**src/mifl_consts.vh**
```
// Constants for the interrupt flag, mask and vectoring block.
// Assumes a single 100 MHz clock and an instruction cycle enable from the core side.
`ifndef MIFL_CONSTS_VH
`define MIFL_CONSTS_VH

// Register offsets on the plain register port.
`define MIFL_ADDR_W 8
`define MIFL_OFS_CONTROL 8'h0B
`define MIFL_OFS_CONTROL_HI 8'h8B
`define MIFL_OFS_PFLAGS 8'h0C
`define MIFL_OFS_PENABLES 8'h8C
`define MIFL_OFS_OPTION 8'h81

// Control register fields.
`define MIFL_CTL_GIE 7
`define MIFL_CTL_PERIPHERAL_GROUP_ENABLE 6
`define MIFL_CTL_TICK_OVERFLOW_ENABLE 5
`define MIFL_CTL_EXT_PIN_ENABLE 4
`define MIFL_CTL_PORT_CHANGE_ENABLE 3
`define MIFL_CTL_TICK_OVERFLOW_FLAG 2
`define MIFL_CTL_EXT_PIN_FLAG 1
`define MIFL_CTL_PORT_CHANGE_FLAG 0

// Peripheral flag and enable fields.
`define MIFL_PF_EE 7
`define MIFL_PF_AD 6
`define MIFL_PF_CM 3
`define MIFL_PF_T1 0
`define MIFL_PF_MASK 8'hC9

// Option register edge select bit.
`define MIFL_OPT_EDGE 6

// Reset values.
`define MIFL_RST_CONTROL 8'h00
`define MIFL_RST_PFLAGS 8'h00
`define MIFL_RST_PENABLES 8'h00
`define MIFL_RST_OPTION 8'hFF

// Vector address and sampling pipeline depth, in instruction cycles.
`define MIFL_VECTOR 13'h0004
`define MIFL_PC_W 13
`define MIFL_LAT_STAGES 2

`endif

```
**src/mifl_edge_det.v**
```verilog
// Edge detector for the external interrupt pin with selectable polarity.
// Assumes the pin is already synchronous to clk_i.
`timescale 1ns/1ps
`default_nettype none
module mifl_edge_det (
    input wire clk_i,
    input wire nrst_i,
    input wire pin_i,
    input wire rising_i,
    output reg edge_o
);
    reg pin_q;

    always @(posedge clk_i or negedge nrst_i) begin
        if (!nrst_i) begin
            pin_q <= 1'b0;
            edge_o <= 1'b0;
        end else begin
            pin_q <= pin_i;
            // A polarity change alone makes no edge; both terms need pin_i to differ from pin_q.
            edge_o <= rising_i ? (pin_i & ~pin_q) : (~pin_i & pin_q);
        end
    end
endmodule // mifl_edge_det
`default_nettype wire

```
**src/mifl_req_pipe.v**
```verilog
// Request sampling pipeline counted in instruction cycles.
// Assumes cyc_en_i pulses once per instruction cycle.
`timescale 1ns/1ps
`default_nettype none
`include "mifl_consts.vh"
module mifl_req_pipe (
    input wire clk_i,
    input wire nrst_i,
    input wire cyc_en_i,
    input wire req_i,
    output wire req_o
);
    reg [`MIFL_LAT_STAGES-1:0] stage;

    // Two stages give the three to four cycle latency once the vector cycle is added.
    always @(posedge clk_i or negedge nrst_i) begin
        if (!nrst_i) begin
            stage <= {`MIFL_LAT_STAGES{1'b0}};
        end else if (cyc_en_i) begin
            stage <= {stage[`MIFL_LAT_STAGES-2:0], req_i};
        end
    end

    assign req_o = stage[`MIFL_LAT_STAGES-1] & req_i;
endmodule // mifl_req_pipe
`default_nettype wire

```
**src/mifl_top.v**
```verilog
// Interrupt flag, mask and vectoring logic of a small 8-bit controller.
// Assumes the core gives an instruction cycle enable and pulses for instruction events.
//
// Contract
// - Seven interrupt sources: pin edge, tick, port change, comparator, converter, timer, nv write.
// - Control bit 7 is global enable; set passes unmasked requests, clear blocks all.
// - Every source has its own enable bit; clear enable blocks that source.
// - Any reset clears the global enable bit.
// - Return-from-handler instruction sets the global enable again.
// - Pin, port change and tick flags live in the control register.
// - Four peripheral flags in peripheral flag register, enables in enable register.
// - Peripheral flags: nv write bit 7, converter bit 6, comparator bit 3, timer bit 0.
// - Accepting an interrupt clears global enable, pushes return address, vectors to 0004h.
// - External event latency to vector is three or four instruction cycles when awake; in sleep it vectors at the next cycle enable.
// - Flags set on their event regardless of any enable bit.
// - Requests blocked by clearing global enable stay pending until re-enabled.
// - Interrupt wake with global enable vectors to 0004h, otherwise continues next address.
// - Wake from sleep sets only the causing source flags.
// - Pin edge sets control bit 1; edge select bit chooses rising or falling.
// - Tick wrap FFh to 00h sets control bit 2; enabled by control bit 5.
// - Port change sets control bit 0; enabled by control bit 3.
`timescale 1ns/1ps
`default_nettype none
`include "mifl_consts.vh"
module mifl_top (
    input wire clk_i,
    input wire nrst_i,
    input wire cyc_en_i,
    input wire [`MIFL_ADDR_W-1:0] addr_i,
    input wire [7:0] wdata_i,
    input wire wr_i,
    input wire rd_i,
    output reg [7:0] rdata_o,
    input wire ext_irq_pin_i,
    input wire tick_wrap_i,
    input wire port_change_i,
    input wire comparator_change_i,
    input wire conv_done_i,
    input wire timer_one_roll_i,
    input wire nv_write_done_i,
    input wire sleeping_i,
    input wire [`MIFL_PC_W-1:0] next_pc_i,
    input wire global_clear_instr_i,
    input wire return_from_handler_instr_i,
    output reg vector_o,
    output reg [`MIFL_PC_W-1:0] vector_addr_o,
    output reg push_o,
    output reg [`MIFL_PC_W-1:0] push_addr_o,
    output reg wake_o,
    output reg irq_pending_o
);
    reg [7:0] irq_control_reg;
    reg [7:0] peripheral_flag_reg;
    reg [7:0] peripheral_enable_reg;
    reg [7:0] option_reg;
    reg [7:0] next_control;
    reg [7:0] next_pflags;
    reg [7:0] ctl_set;
    reg [7:0] pf_set;
    reg gie_block;
    reg [7:0] read_mux;
    wire ext_edge;
    wire global_irq_enable;
    wire peripheral_group_enable;
    wire ctl_hit;
    wire pf_hit;
    wire pe_hit;
    wire opt_hit;
    wire core_any;
    wire periph_any;
    wire source_any;
    wire masked_req;
    wire accepted_req;
    wire accept;
    wire sleep_vec;

    assign global_irq_enable = irq_control_reg[`MIFL_CTL_GIE];
    assign peripheral_group_enable = irq_control_reg[`MIFL_CTL_PERIPHERAL_GROUP_ENABLE];
    assign ctl_hit = (addr_i == `MIFL_OFS_CONTROL) || (addr_i == `MIFL_OFS_CONTROL_HI);
    assign pf_hit = (addr_i == `MIFL_OFS_PFLAGS);
    assign pe_hit = (addr_i == `MIFL_OFS_PENABLES);
    assign opt_hit = (addr_i == `MIFL_OFS_OPTION);

    mifl_edge_det u_edge (
        .clk_i(clk_i),
        .nrst_i(nrst_i),
        .pin_i(ext_irq_pin_i),
        .rising_i(option_reg[`MIFL_OPT_EDGE]),
        .edge_o(ext_edge)
    );

    // Event set vectors; flags set whatever the enables say.
    always @* begin
        ctl_set = 8'h00;
        ctl_set[`MIFL_CTL_EXT_PIN_FLAG] = ext_edge;
        ctl_set[`MIFL_CTL_TICK_OVERFLOW_FLAG] = tick_wrap_i;
        ctl_set[`MIFL_CTL_PORT_CHANGE_FLAG] = port_change_i;
        pf_set = 8'h00;
        pf_set[`MIFL_PF_EE] = nv_write_done_i;
        pf_set[`MIFL_PF_AD] = conv_done_i;
        pf_set[`MIFL_PF_CM] = comparator_change_i;
        pf_set[`MIFL_PF_T1] = timer_one_roll_i;
    end

    // Per-source masking of the three core sources and the peripheral group.
    assign core_any = (irq_control_reg[`MIFL_CTL_EXT_PIN_FLAG] & irq_control_reg[`MIFL_CTL_EXT_PIN_ENABLE]) |
        (irq_control_reg[`MIFL_CTL_TICK_OVERFLOW_FLAG] & irq_control_reg[`MIFL_CTL_TICK_OVERFLOW_ENABLE]) |
        (irq_control_reg[`MIFL_CTL_PORT_CHANGE_FLAG] & irq_control_reg[`MIFL_CTL_PORT_CHANGE_ENABLE]);
    assign periph_any = peripheral_group_enable &
        (|(peripheral_flag_reg & peripheral_enable_reg & `MIFL_PF_MASK));
    assign source_any = core_any | periph_any;
    // Gating by the global enable comes last, so blocked requests stay pending.
    assign masked_req = source_any & global_irq_enable & ~gie_block;

    mifl_req_pipe u_pipe (
        .clk_i(clk_i),
        .nrst_i(nrst_i),
        .cyc_en_i(cyc_en_i),
        .req_i(masked_req),
        .req_o(accepted_req)
    );

    assign accept = cyc_en_i & accepted_req & ~sleeping_i;
    // A vector taken out of sleep is an accepted interrupt too, so it drops the global enable.
    assign sleep_vec = sleeping_i & source_any & cyc_en_i & global_irq_enable;

    // Next value of the control register: write, then hardware sets win over clears.
    always @* begin
        next_control = irq_control_reg;
        next_pflags = peripheral_flag_reg;
        if (wr_i && ctl_hit) begin
            next_control = wdata_i;
        end
        if (wr_i && pf_hit) begin
            next_pflags = wdata_i & `MIFL_PF_MASK;
        end
        if (global_clear_instr_i) begin
            next_control[`MIFL_CTL_GIE] = 1'b0;
        end
        if (return_from_handler_instr_i) begin
            next_control[`MIFL_CTL_GIE] = 1'b1;
        end
        if (accept || sleep_vec) begin
            next_control[`MIFL_CTL_GIE] = 1'b0;
        end
        next_control = next_control | ctl_set;
        next_pflags = next_pflags | pf_set;
    end

    always @(posedge clk_i or negedge nrst_i) begin
        if (!nrst_i) begin
            irq_control_reg <= `MIFL_RST_CONTROL;
            peripheral_flag_reg <= `MIFL_RST_PFLAGS;
            peripheral_enable_reg <= `MIFL_RST_PENABLES;
            option_reg <= `MIFL_RST_OPTION;
            gie_block <= 1'b0;
        end else begin
            irq_control_reg <= next_control;
            peripheral_flag_reg <= next_pflags;
            if (wr_i && pe_hit) begin
                peripheral_enable_reg <= wdata_i & `MIFL_PF_MASK;
            end
            if (wr_i && opt_hit) begin
                option_reg <= wdata_i;
            end
            // The cycle after a global clear ignores requests; they remain pending.
            if (cyc_en_i || global_clear_instr_i) begin
                gie_block <= global_clear_instr_i;
            end
        end
    end

    always @* begin
        read_mux = 8'h00;
        if (ctl_hit) begin
            read_mux = irq_control_reg;
        end else if (pf_hit) begin
            read_mux = peripheral_flag_reg;
        end else if (pe_hit) begin
            read_mux = peripheral_enable_reg;
        end else if (opt_hit) begin
            read_mux = option_reg;
        end
    end

    // Core-facing outputs, all registered.
    always @(posedge clk_i or negedge nrst_i) begin
        if (!nrst_i) begin
            rdata_o <= 8'h00;
            vector_o <= 1'b0;
            vector_addr_o <= {`MIFL_PC_W{1'b0}};
            push_o <= 1'b0;
            push_addr_o <= {`MIFL_PC_W{1'b0}};
            wake_o <= 1'b0;
            irq_pending_o <= 1'b0;
        end else begin
            rdata_o <= rd_i ? read_mux : 8'h00;
            irq_pending_o <= source_any;
            // Wake needs only source enables; the global enable decides vector or next.
            wake_o <= sleeping_i & source_any;
            vector_o <= 1'b0;
            push_o <= 1'b0;
            if (accept) begin
                vector_o <= 1'b1;
                vector_addr_o <= `MIFL_VECTOR;
                push_o <= 1'b1;
                push_addr_o <= next_pc_i;
            end else if (sleeping_i && source_any && cyc_en_i) begin
                if (global_irq_enable) begin
                    vector_o <= 1'b1;
                    vector_addr_o <= `MIFL_VECTOR;
                    push_o <= 1'b1;
                    push_addr_o <= next_pc_i;
                end
            end
        end
    end
endmodule // mifl_top
`default_nettype wire

```
**config.mk**
```make
export PLATFORM = sky130hd
export DESIGN_NAME = mifl_top
export DESIGN_NICKNAME = d
export VERILOG_FILES = /design/src/mifl_edge_det.v /design/src/mifl_req_pipe.v /design/src/mifl_top.v
export VERILOG_INCLUDE_DIRS = /design/src /design/src/src
export SDC_FILE = /design/constraint.sdc
export NUM_CORES = 1
export LEC_CHECK = 0
export BUFFER_PORTS_ARGS = -buffer_cell sky130_fd_sc_hd__buf_2
export CAP_MARGIN = 30
export CORE_MARGIN = 2
export CORE_UTILIZATION = 50
export DETAILED_ROUTE_END_ITERATION = 7
export HOLD_SLACK_MARGIN = 0.05
export PLACE_DENSITY = 0.82
export SLEW_MARGIN = 20
export SYNTH_ARGS = -nofsm -noshare
export SYNTH_HDL_FRONTEND = slang
export SYNTH_SLANG_ARGS = --single-unit
```
**constraint.sdc**
```tcl
create_clock -name clk_i -period 2.5 [get_ports clk_i]
set_clock_uncertainty 0.1 [all_clocks]
set_input_delay 0.625 -clock clk_i [delete_from_list [all_inputs] [get_ports clk_i]]
set_output_delay 0.625 -clock clk_i [all_outputs]
set_load 0.02 [all_outputs]
```
==> impl_results.md <==
* Initial Util at 51.41%
* CTS tree: built
* Number of antenna violations at the first check in global routing at 0
* Initial DRT Pass Iterations at 4
* Final setup viols at 0
* Post-Route WL at between 4 and 5 mm
* First-pass GRT wire length at approximately 7.2 mm
* Crit. End Element: flop
* HPWL after DPL at approximately 3.5 mm
* Post-CTS sizing at 0
* Post-Synthesis Cells at about 180
* Gr busiest metal: met2
* RSZ-0062 raised after global routing: no
* Gr ovfl total at 0
* Max frequency at ~0.47 GHz
* Cell Chain, Critical Path: buf_2, and2b_1, nand2_4, or4_1, mux2_4
* Yosys reg bits at 54
* H-Tree Depth at 2
* Slew margin rel. at roughly two thirds
* FF+latch area at 1361 um^2
* Delay-heaviest family, CP: simple AND/OR/NAND/NOR gates
* Dpl cells at 303
* Die Y-Extent at 73.46 um
* RePlAce Congestion at 0.8528
* Ant. Diodes at 0
* IO Pins at 82
* Via count at 1646
* CP max FO at 9
* Root Driver: clkbuf_8
* Period utilization at 85.97%
* Setup bufs post-CTS at 0
* Async SR Flop Fraction at 100.0%
* Crit path kind: in2reg
* Setup slack at placement at approximately 0.033 ns
* Biggest register: push_addr_o
* Row cnt at 25
* Syn Std Cell Area at ~2400 um^2
* Ys Warns at 0
* ANT nets after route at 0
* Die ar. at 5396 um^2
* Ranking of synthesized cells by area: dfrtp_1 (48%), mux2_2 (10%), dfstp_2 (8.7%), mux2_4 (5.0%), buf_4 (4.0%)
* # DRC at 0
* Max-cap violations at 0
* Final hold violation count at 0
* Max reg flops at 13
* Area leader, netlist: dfrtp_1
* CP Launch Type: input pin
* P&R area growth vs syn at 18.62%
* Port bufs at 69
* Dominant synthesized flop cell: dfrtp_1
* DIE WIDTH at 73.46 um
* Post-synthesis cell type count at 40
* Max-slew violation total from the final report at 0
* Layout Utilization at about 61%
* Share of the yosys chip area belonging to registers at between 50% and 60%
* Multi-input gate area at approximately 930 um^2
* Number of synthesized flops with an enable pin at 0
* Vias per cell at around 5.3
* Vias in the first global route at approximately 1400
* PwrDens at roughly 720 nW/um^2
* Hold Buf Count CTS at 0
* Grt met2 use at around 27%
* Worst min path class: in2async
* Worst Path Required at around 2.6 ns
* Clock transition at the registers of the reported paths at roughly 0.090 ns
* Clk_lat worst skew at 0.30 ns
* Number of fill cells in the layout at approximately 390
* Max stage delay on crit path at 0.74 ns
* Post-synth top area share at a little under half
* Layout Cells excl Fill at roughly 310
* TNS Setup at 0 ns
* Met3 GRT Util at approximately 4.3%
* Slowest cell on the critical path: or4_1
* Worst Max-Slew Pin Slew at between 0.5 and 0.6 ns
* Final Net Count at 300
* Post-layout min period at 2.149 ns
* Arr. time, crit path at ~2.3 ns
* Max clock buf depth at 2
* Peak supply drop at approximately 0.00045 V
* Overall Power at around 2 mW
* Core Area at 4692 um^2
* 1st-iter DRT viols at just under 90
* Syn avg cell area at 13.18 um^2
* Met1 Resource Use GR at 25.05%
* WP buf/inv at 1
* Largest net degree at the start of global routing at 22
* Wire per inst at about 15 um
* Post-layout worst setup margin at 0.3508 ns
* CTS buffer count at 5
* Status: completed
* CTS Sinks at 54
* Pleak at 1.443 nW
* Share of cells above drive strength 1 at a little under half
* GRT Total Usage at 17.76%
-- worst paths after layout --
check,cells after the start,startpoint,slack [ns],endpoint
max in group asynchronous,2,nrst_i,1.53,option_reg[5]
min reg2reg,1,u_edge.edge_o,0.36,irq_control_reg[1]
min,1,nrst_i,0.12,peripheral_flag_reg[0]
max,5,addr_i[2],0.35,option_reg[2]
min in group clk_i,1,ext_irq_pin_i,0.35,u_edge.pin_q
max reg2reg,5,peripheral_enable_reg[0],0.64,push_addr_o[0]
-- placed cells by master (no fill, tap or decap), types with 6 or more instances in the layout --
cell type,instances
mux2_4,8
dfrtp_1,46
buf_2,69
inv_1,9
conb_1,12
clkbuf_8,6
mux2_2,22
a21oi_1,6
dfstp_2,8
a211o_1,7
nor2b_1,6
a22o_1,6
-- metal layers --
layer | share of wire (%) | wire, um
met1 | 45 | 2041
met2 | 47 | 2139
met5 | 0 | 0
met4 | 1.4 | 62
met3 | 6.2 | 280
-- cells in the mapped netlist (2+ instances only) --
cell type	count
mux2i_1	4
buf_2	2
inv_1	9
nor2_1	5
a21oi_1	6
a22o_1	6
mux2_4	8
nand2_1	4
mux2_2	22
and2_1	2
clkbuf_1	2
buf_4	13
o311a_1	4
o21ai_0	2
dfrtp_1	46
a211o_1	7
nand3_1	2
nor2b_1	6
o22ai_1	5
dfstp_2	8
-- power breakdown --
group	internal [mW]	total [mW]	switching, mW	leakage [nW]
Combinational	0.213	0.502	0.289	0.742
Sequential	1.00	1.06	0.0572	0.652
Clock	0.224	0.487	0.263	0.0482
-- kinds of logic after synthesis --
| logic type | after synthesis | synth area share [%] |
|---|---|---|
| mux | 34 | 16.91 |
| simple gates | 32 | 8.559 |
| compound gates | 35 | 11.31 |
| flops | 54 | 56.43 |
| other cells | 1 | 0.1555 |
| buf+inv | 27 | 6.639 |
-- through the flow --
step / cell area (um^2) / hold slack (ns)
5_1_grt: 2861 / 0.1302
3_3_place_gp: 2770 / 0.3182
3_5_place_dp: 2770 / 0.3310
4_1_cts: 2861 / 0.1208
6_report: 2861 / 0.1191
2_1_floorplan: 2454 / 0.2294
-- area by class of cell --
type | count | share of cell area (%)
clock buffers | 7 | 3.017
inverters | 9 | 1.181
flip-flops and latches | 54 | 47.57
well taps | 54 | 2.361
repair buffers | 73 | 13.12
clock inverters | 1 | 0.1749
multi-input cells | 113 | 32.58
No activity file was read; power rests on OpenSTA's default activity.
